==> src/hw/hcr_pkg.sv <==
// Purpose: Shared constants and types of the hardware configuration register block.
// Assumes: AXI4-Lite register access with 32-bit data.
// Notes: Offsets are byte addresses.
package hcr_pkg;
  localparam int unsigned    ADDR_W        = 8;
  localparam logic [7:0]     OFF_CONFIG    = 8'h10;
  localparam logic [7:0]     OFF_IRQ_STS   = 8'h14;
  localparam logic [7:0]     OFF_IRQ_MSK   = 8'h18;
  // Field positions inside hardware_configuration.
  localparam int unsigned    POS_LED       = 20;
  localparam int unsigned    POS_FLAG      = 15;
  localparam int unsigned    POS_REQ       = 14;
  localparam int unsigned    POS_SEL       = 13;
  localparam int unsigned    POS_PROT      = 12;
  localparam int unsigned    POS_PIN_BUF   = 10;
  localparam int unsigned    POS_PIN_EN    = 9;
  localparam int unsigned    POS_PIN_POL   = 8;
  localparam logic [31:0]    CFG_RSVD_MASK = 32'hff0f0800;
  // Interrupt status and mask layout.
  localparam int unsigned    POS_IRQ_REATT = 0;
  // Reset values of software-owned fields, then AXI response codes.
  localparam logic           RST_SEL       = 1'h0;
  localparam logic           RST_PROT      = 1'h0;
  localparam logic           RST_FLAG      = 1'h0;
  localparam logic [1:0]     RESP_OKAY     = 2'h0;
  localparam logic [1:0]     RESP_SLVERR   = 2'h2;
  typedef enum logic [1:0] {DET_ATTACHED, DET_DETACHED, DET_REATTACH} hcr_det_t;
endpackage

==> src/hw/hcr_top.sv <==
// Purpose: Upper half of the hardware configuration register with detach control.
// Assumes: aresetn is the power-on reset; usb_reset and lite_soft_reset are pulses.
// Notes: Image inputs carry the last loaded EEPROM or OTP values.
`timescale 1ns/1ns
`default_nettype none
//////////////////////////////////////////////////////////////////////////////////
module hcr_top
  import hcr_pkg::*;
(
  // Clock and power-on reset
  input  wire logic              aclk,
  input  wire logic              aresetn,
  // AXI4-Lite write
  input  wire logic              s_axi_awvalid,
  output var  logic              s_axi_awready,
  input  wire logic [ADDR_W-1:0] s_axi_awaddr,
  input  wire logic              s_axi_wvalid,
  output var  logic              s_axi_wready,
  input  wire logic [31:0]       s_axi_wdata,
  input  wire logic [3:0]        s_axi_wstrb,
  output var  logic              s_axi_bvalid,
  input  wire logic              s_axi_bready,
  output var  logic [1:0]        s_axi_bresp,
  // AXI4-Lite read
  input  wire logic              s_axi_arvalid,
  output var  logic              s_axi_arready,
  input  wire logic [ADDR_W-1:0] s_axi_araddr,
  output var  logic              s_axi_rvalid,
  input  wire logic              s_axi_rready,
  output var  logic [31:0]       s_axi_rdata,
  output var  logic [1:0]        s_axi_rresp,
  // Other resets
  input  wire logic              usb_reset,
  input  wire logic              lite_soft_reset,
  // Image and environment
  input  wire logic              eeprom_present,
  input  wire logic              otp_configured,
  input  wire logic [3:0]        img_led_on,
  input  wire logic              img_pin_buf,
  input  wire logic              img_pin_en,
  input  wire logic              img_pin_pol,
  input  wire logic              hsic_mode,
  // USB core and wake sources
  input  wire logic              usb_attaching,
  input  wire logic              usb_attached,
  input  wire logic              phy_link_up,
  input  wire logic              gpio_wake,
  // Outputs
  output var  logic [3:0]        led_pin_function_on,
  output var  logic              descriptor_from_ram,
  output var  logic              usb_detach,
  output var  logic              attach_pin_o,
  output var  logic              attach_pin_oe,
  output var  logic              irq
);
  typedef struct packed {
    hcr_det_t          det;
    logic [3:0]        led;
    logic              flag;
    logic              req;
    logic              sel;
    logic              prot;
    logic              pin_buf;
    logic              pin_en;
    logic              pin_pol;
    logic              loaded;
    logic              irq_sts;
    logic              irq_msk;
    logic              irq;
    logic              desc_ram;
    logic              detached;
    logic              wr_cfg;
    logic              aw_have;
    logic [ADDR_W-1:0] aw_addr;
    logic              w_have;
    logic [31:0]       w_data;
    logic [3:0]        w_strb;
    logic              awready;
    logic              wready;
    logic              bvalid;
    logic [1:0]        bresp;
    logic              arready;
    logic              rvalid;
    logic [31:0]       rdata;
    logic [1:0]        rresp;
  } hcr_st_t;

  hcr_st_t s_q;
  hcr_st_t s_d;
  logic    other_rst;
  logic    wr_hi;
  logic    wr_lo;
  logic    wr_led;

  function automatic logic [31:0] cfg_word(input hcr_st_t s);
    logic [31:0] w;
    w                  = 32'h00000000;
    w[POS_LED+:4]      = s.led;
    w[POS_FLAG]        = s.flag;
    w[POS_REQ]         = s.req;
    w[POS_SEL]         = s.sel;
    w[POS_PROT]        = s.prot;
    w[POS_PIN_BUF]     = s.pin_buf;
    w[POS_PIN_EN]      = s.pin_en;
    w[POS_PIN_POL]     = s.pin_pol;
    return w & ~CFG_RSVD_MASK;
  endfunction

  //////////////////////////////////////////////////////////////////////////////
  always_comb begin
    s_d        = s_q;
    s_d.wr_cfg = 1'b0;
    other_rst  = usb_reset || lite_soft_reset;
    wr_hi      = s_q.w_strb[1];
    wr_lo      = s_q.w_strb[0];
    wr_led     = s_q.w_strb[2];

    if (!s_q.loaded) begin
      s_d.loaded  = 1'b1;
      s_d.led     = img_led_on;
      s_d.pin_buf = img_pin_buf;
      s_d.pin_en  = img_pin_en;
      s_d.pin_pol = img_pin_pol;
    end

    // Write channel: address and data are taken independently.
    if (s_axi_awvalid && s_q.awready) begin
      s_d.aw_have = 1'b1;
      s_d.aw_addr = s_axi_awaddr;
    end
    if (s_axi_wvalid && s_q.wready) begin
      s_d.w_have = 1'b1;
      s_d.w_data = s_axi_wdata;
      s_d.w_strb = s_axi_wstrb;
    end
    if (s_q.bvalid && s_axi_bready) begin
      s_d.bvalid = 1'b0;
    end
    if (s_q.aw_have && s_q.w_have && !s_q.bvalid) begin
      s_d.aw_have = 1'b0;
      s_d.w_have  = 1'b0;
      s_d.bvalid  = 1'b1;
      s_d.bresp   = RESP_OKAY;
      unique case ({s_q.aw_addr[ADDR_W-1:2], 2'b00})
        OFF_CONFIG: begin
          s_d.wr_cfg = 1'b1;
          if (wr_led) begin
            s_d.led = s_q.w_data[POS_LED+:4];
          end
          if (wr_hi) begin
            if (s_q.w_data[POS_FLAG]) begin
              s_d.flag = 1'b0;
            end
            if (s_q.w_data[POS_REQ]) begin
              s_d.req = 1'b1;
            end
            s_d.sel  = s_q.w_data[POS_SEL];
            s_d.prot = s_q.w_data[POS_PROT];
            s_d.pin_buf = s_q.w_data[POS_PIN_BUF];
            s_d.pin_en  = s_q.w_data[POS_PIN_EN];
            s_d.pin_pol = s_q.w_data[POS_PIN_POL];
          end
        end
        OFF_IRQ_STS: begin
          if (wr_lo && s_q.w_data[POS_IRQ_REATT]) begin
            s_d.irq_sts = 1'b0;
          end
        end
        OFF_IRQ_MSK: begin
          if (wr_lo) begin
            s_d.irq_msk = s_q.w_data[POS_IRQ_REATT];
          end
        end
        default: begin
          s_d.bresp = RESP_SLVERR;
        end
      endcase
    end

    if (s_q.loaded && other_rst && !s_q.prot) begin
      s_d.led     = img_led_on;
      s_d.sel     = RST_SEL;
      s_d.prot    = RST_PROT;
      s_d.pin_buf = img_pin_buf;
      s_d.pin_en  = img_pin_en;
      s_d.pin_pol = img_pin_pol;
    end

    // Detach sequence; the set of the flag comes last so it beats a clear.
    unique case (s_q.det)
      DET_ATTACHED: begin
        if (s_q.req) begin
          s_d.det = DET_DETACHED;
        end
      end
      DET_DETACHED: begin
        if (phy_link_up || gpio_wake) begin
          s_d.det = DET_REATTACH;
        end
      end
      DET_REATTACH: begin
        if (usb_attached) begin
          s_d.det     = DET_ATTACHED;
          s_d.req     = 1'b0;
          s_d.flag    = 1'b1;
          s_d.irq_sts = 1'b1;
        end
      end
    endcase
    s_d.detached = (s_d.det == DET_DETACHED);

    s_d.desc_ram = s_d.sel && !eeprom_present && !otp_configured;
    s_d.irq      = s_d.irq_sts && s_d.irq_msk;

    // Read channel; one read is served at a time.
    if (s_q.rvalid && s_axi_rready) begin
      s_d.rvalid = 1'b0;
    end
    if (s_axi_arvalid && s_q.arready) begin
      s_d.rvalid = 1'b1;
      s_d.rresp  = RESP_OKAY;
      unique case ({s_axi_araddr[ADDR_W-1:2], 2'b00})
        OFF_CONFIG:  s_d.rdata = cfg_word(s_q);
        OFF_IRQ_STS: s_d.rdata = {31'h00000000, s_q.irq_sts};
        OFF_IRQ_MSK: s_d.rdata = {31'h00000000, s_q.irq_msk};
        default: begin
          s_d.rdata = 32'h00000000;
          s_d.rresp = RESP_SLVERR;
        end
      endcase
    end
    s_d.awready = !s_d.aw_have && !s_d.bvalid;
    s_d.wready  = !s_d.w_have && !s_d.bvalid;
    s_d.arready = !s_d.rvalid;
  end

  always_ff @(posedge aclk) begin
    if (!aresetn) begin
      s_q <= '0;
    end else begin
      s_q <= s_d;
    end
  end

  //////////////////////////////////////////////////////////////////////////////
  // reattach indication
  hcr_attach_pin u_pin (
    .aclk                   (aclk),
    .aresetn                (aresetn),
    .pin_push_pull          (s_q.pin_buf),
    .pin_enable             (s_q.pin_en),
    .attach_pin_level_sense (s_q.pin_pol),
    .hsic_mode              (hsic_mode),
    .attempting             (usb_attaching || (s_q.det == DET_REATTACH)),
    .pin_o                  (attach_pin_o),
    .pin_oe                 (attach_pin_oe)
  );

  assign s_axi_awready       = s_q.awready;
  assign s_axi_wready        = s_q.wready;
  assign s_axi_bvalid        = s_q.bvalid;
  assign s_axi_bresp         = s_q.bresp;
  assign s_axi_arready       = s_q.arready;
  assign s_axi_rvalid        = s_q.rvalid;
  assign s_axi_rdata         = s_q.rdata;
  assign s_axi_rresp         = s_q.rresp;
  assign led_pin_function_on = s_q.led;
  assign descriptor_from_ram = s_q.desc_ram;
  assign usb_detach          = s_q.detached;
  assign irq                 = s_q.irq;
endmodule // hcr_top
`default_nettype wire

==> src/hw/hcr_attach_pin.sv <==
// Purpose: Registered driver of the attach-indicator pin.
// Assumes: Configuration fields come from flops of the register block.
// Notes: The pin is never driven unless enabled in HSIC operation.
`timescale 1ns/1ns
`default_nettype none
module hcr_attach_pin
  import hcr_pkg::*;
(
  // Clock and reset
  input  wire logic aclk,
  input  wire logic aresetn,
  // Settings
  input  wire logic pin_push_pull,
  input  wire logic pin_enable,
  input  wire logic attach_pin_level_sense,
  input  wire logic hsic_mode,
  input  wire logic attempting,
  // Pin
  output var  logic pin_o,
  output var  logic pin_oe
);
  typedef struct packed {
    logic o;
    logic oe;
  } hcr_pin_st_t;

  hcr_pin_st_t s_q;
  hcr_pin_st_t s_d;
  logic        level;

  always_comb begin
    s_d   = s_q;
    level = attempting ? attach_pin_level_sense : ~attach_pin_level_sense;
    if (!(pin_enable && hsic_mode)) begin
      s_d.o  = 1'b0;
      s_d.oe = 1'b0;
    end else if (pin_push_pull) begin
      s_d.o  = level;
      s_d.oe = 1'b1;
    end else begin
      // Open drain can only pull low; a high level is left to the pull-up.
      s_d.o  = 1'b0;
      s_d.oe = ~level;
    end
  end

  always_ff @(posedge aclk) begin
    if (!aresetn) begin
      s_q <= '0;
    end else begin
      s_q <= s_d;
    end
  end

  assign pin_o  = s_q.o;
  assign pin_oe = s_q.oe;
endmodule // hcr_attach_pin
`default_nettype wire

==> config.mk <==
export PLATFORM = sky130hd
export DESIGN_NAME = hcr_top
export DESIGN_NICKNAME = d
export VERILOG_FILES = /design/src/hw/hcr_pkg.sv /design/src/hw/hcr_top.sv /design/src/hw/hcr_attach_pin.sv
export SDC_FILE = /design/constraint.sdc
export NUM_CORES = 1
export LEC_CHECK = 0
export BUFFER_PORTS_ARGS = -buffer_cell sky130_fd_sc_hd__buf_2
export CAP_MARGIN = 5
export CORE_MARGIN = 3
export CORE_UTILIZATION = 44
export CTS_BUF_LIST = sky130_fd_sc_hd__clkbuf_4 sky130_fd_sc_hd__clkbuf_8
export DETAILED_ROUTE_END_ITERATION = 10
export PLACE_DENSITY = 0.82
export SLEW_MARGIN = 20
export SYNTH_ARGS = -nofsm -noshare
export SYNTH_HDL_FRONTEND = slang
export SYNTH_HIERARCHICAL = 1
export SYNTH_SLANG_ARGS = --single-unit
==> constraint.sdc <==
create_clock -name aclk -period 1.8 [get_ports aclk]
set_clock_uncertainty 0.05 [all_clocks]
set_input_delay 0.27 -clock aclk [delete_from_list [all_inputs] [get_ports aclk]]
set_output_delay 0.27 -clock aclk [all_outputs]
set_load 0.02 [all_outputs]
==> key figures <==
Status
  • Status: finished, final reports clean

Global route
  • Vias in the first global route: 2096
  • Largest net degree at the start of global routing: 22
  • GRT overflow: 0
  • Initial antenna violation count: 0
  • First-pass GRT wire length: 9480 um
  • GRT Total Usage: 0.162

Power and ir drop
  • Switching Power: 0.000743 W
  • Flop pwr share: 0.512
  • P_int: 0.00216 W
  • Clock power share: 0.384
  • Leakage: 1.43 nW
  • Combinational power share: 0.104
  • Worst VDD drop: 0.000440 V
  • PD cells: 866 nW/um2
  • Sw frac: 0.256

Drt
  • Post-DRT Antenna Nets: 0
  • Average wire per standard cell: 12.6 um
  • Iteration-0 DRC Markers: 133
  • Number of remaining DRC errors: 0
  • Routed WL: 5910 um
  • Via density: 4.84
  • Drt pass-1 iters: 4
  • Via count: 2265

Timing
  • Period minus WS final: 1.77 ns
  • Slew HR: 0.581
  • Setup TNS: 0 ns
  • RSZ-0062 raised after global routing: true
  • Highest Clock Rate: 565 MHz
  • Smallest hold slack: 0.0444 ns
  • Pins over their slew limit: 0
  • Final period util: 0.983
  • Worst-Margin Slew: 0.627 ns
  • Final WS setup: 0.0310 ns
  • Final Hold Vio Count: 0
  • Final setup vio count: 0

Clocking
  • CTS clock-pin slew for the worst setup and hold paths: 0.07 ns
  • Clock tree buffer depth: 2
  • Clock Latency Late Sink: 0.33 ns
  • Num CTS Buffers: 9
  • Sink Count: 63
  • CTS tree: yes
  • Hold buffer count at cts: 0
  • Clk Tree Root Cell: clkbuf_8
  • Htree depth: 3

Cells and area
  • Antenna cells: 0
  • Post-Layout Cell Count: 468
  • Design area: 3350 um2
  • Commonest cells after routing, fill and taps aside: buf_2 (77), dfxtp_1 (62), nand2_1 (56)
  • Area Growth Syn to Fin: 17.4%
  • Most common library cell in the layout ignoring fill and taps: buf_2
  • Layout cells sized above 1: 0.293
  • Final nets: 465

Placed design
  • Setup WS pre-CTS: -0.0822 ns
  • Placed Instances: 452
  • DP Area: 3130 um2
  • DP Wirelength: 4560 um
  • PortBufs: 77
  • GP Congestion: 0.774

Synth
  • Synth warn: 6
  • Largest area contributor in the netlist: dfxtp_1
  • Seq/Total Area, Yosys: 0.442
  • Mapped cell area: 2860 um2
  • Synthesized instance count: 323
  • Avg Cell Area, Syn: 8.84 um2
  • #FFs+latches synth: 63
  • Library cells used by synthesis: 39
  • Area share of the largest cell type after synthesis: 0.442
  • Synth top area cells: dfxtp_1 (44%), buf_4 (11%), nand2_1 (7.4%), a21boi_0 (6.3%), mux2i_1 (3.2%)

Die
  • Core ar.: 6100 um2
  • Die W: 86.6 um
  • Full die area: 7500 um2
  • Die Ht: 86.6 um
  • Number of cell rows: 28
  • I/O pins: 125
  • Starting density of the core: 0.469

Setup path
  • Worst EP arrival: 1.91 ns
  • Worst setup path class: flip-flop to flip-flop
  • CP cell instances: or4b_4, nor4_4, buf_6, mux2i_1, o22ai_1
  • CP max stage cell: or4b_4
  • CP Capture Type: flip-flop
  • Crit-path max FO: 6
  • WP data required: 1.94 ns
  • Reg2reg path depth: 5
  • Setup crit start kind: flip-flop
  • Crit-path max cell delay: 0.59 ns

Job
  • Max-Cap Viols: 0

Hold path
  • Hold depth: 2
  • Hold Path Class: primary input to flip-flop
## cell families (layout without fill, tap and decap cells)
family          Yosys count  in the layout  synth area share
compound gates           69             69             0.166
xor+xnor                  1              1           0.00307
fa+ha+maj                 2              2           0.00876
buf+inv                  67            116             0.144
flops                    63             63             0.442
mux                       9              9            0.0315
other cells               1             22           0.00131
simple gates            111            111             0.204
## worst max-delay path: cells and delay by family (launching register included)
| family | cells | cell delay [ns] |
|---|---|---|
| buffers and inverters | 1 | 0.18 |
| muxes | 1 | 0.21 |
| AOI/OAI and AO/OA | 1 | 0.10 |
| DFF | 1 | 0.32 |
| and+or+nand+nor | 2 | 0.76 |
## Yosys cell counts
| library cell | instances |
|---|---|
| o2111ai_1 | 1 |
| o211ai_1 | 1 |
| mux2i_1 | 9 |
| nand2b_1 | 4 |
| nand3_1 | 8 |
| conb_1 | 1 |
| a21oi_1 | 5 |
| o31ai_1 | 2 |
| or4b_1 | 2 |
| nor4_2 | 1 |
| o41ai_1 | 2 |
| a31oi_1 | 1 |
| buf_6 | 1 |
| o21ai_0 | 11 |
| nor2_1 | 9 |
| a22oi_1 | 12 |
| nand3b_1 | 3 |
| clkbuf_2 | 1 |
| or2_2 | 1 |
| xnor2_1 | 1 |
| a21boi_0 | 24 |
| nor4_4 | 2 |
| and2_1 | 5 |
| buf_4 | 40 |
| o311a_1 | 1 |
| o21a_1 | 1 |
| dfxtp_1 | 63 |
| nor3b_1 | 1 |
| nand2_1 | 56 |
| ha_1 | 2 |
| nor4_1 | 1 |
| nor3b_2 | 1 |
| inv_1 | 13 |
| clkbuf_1 | 12 |
| nor2b_1 | 13 |
| o311ai_0 | 1 |
| and3_1 | 3 |
| nand3b_2 | 1 |
| o22ai_1 | 7 |
## layer usage
layer / part of all wire / routed length, um / track usage / vias to the layer above
li1: - / - / - / 1166
met3: 0.072 / 427 / 0.0390 / 8
met1: 0.45 / 2650 / 0.212 / 1012
met5: 0 / 0 / 0 / -
met4: 0.017 / 102 / 0.0779 / 0
met2: 0.46 / 2730 / 0.250 / 79
## worst paths after layout
kind / from / endpoint / slack (ns)
max: s_q[85] / s_q[94] / 0.03
min: eeprom_present / descriptor_from_ram / 0.04
max reg2reg: s_q[85] / s_q[94] / 0.03
min reg2reg: s_q[60] / s_q[100] / 0.38
## flip-flops by register name (all words and copies together), names as in the netlist
name,cells
s_axi_wready,1
s_q,35
u_pin/pin_oe,1
led_pin_function_on,4
usb_detach,1
s_axi_rdata,12
irq,1
s_axi_bresp,1
s_axi_rresp,1
s_axi_awready,1
s_axi_arready,1
s_axi_rvalid,1
s_axi_bvalid,1
u_pin/pin_o,1
descriptor_from_ram,1
## cell type report
cell class / instances / area, um2
clock buffers: 13 / 166
clock inverters: 3 / 17.5
fillers: 562 / 2740
inverters: 13 / 48.8
multi-input cells: 214 / 1300
flip-flops and latches: 63 / 1260
well taps: 75 / 93.8
repair buffers: 87 / 464
## metrics by stage
step	util	total power, W
2_1_floorplan	-	0.00175
3_3_place_gp	0.514	0.00181
3_5_place_dp	0.514	0.00182
4_1_cts	0.545	0.00292
5_1_grt	0.550	0.00304
6_report	0.550	0.00291
## power by group through the flow
stage	clock network [W]	logic, W	registers [W]
after floorplan	0	0.000236	0.00151
after global placement	0	0.000292	0.00152
after detailed placement	0	0.000300	0.00152
after CTS	0.00113	0.000302	0.00149
after global routing	0.00120	0.000336	0.00150
final	0.00112	0.000301	0.00149
## timing repair
action	CTS	global route
gates resized for setup	1	7
pin swaps	0	3
setup endpoints to repair	12	11
setup buffers	0	0
Note: power is estimated with default switching activity, not from simulation.
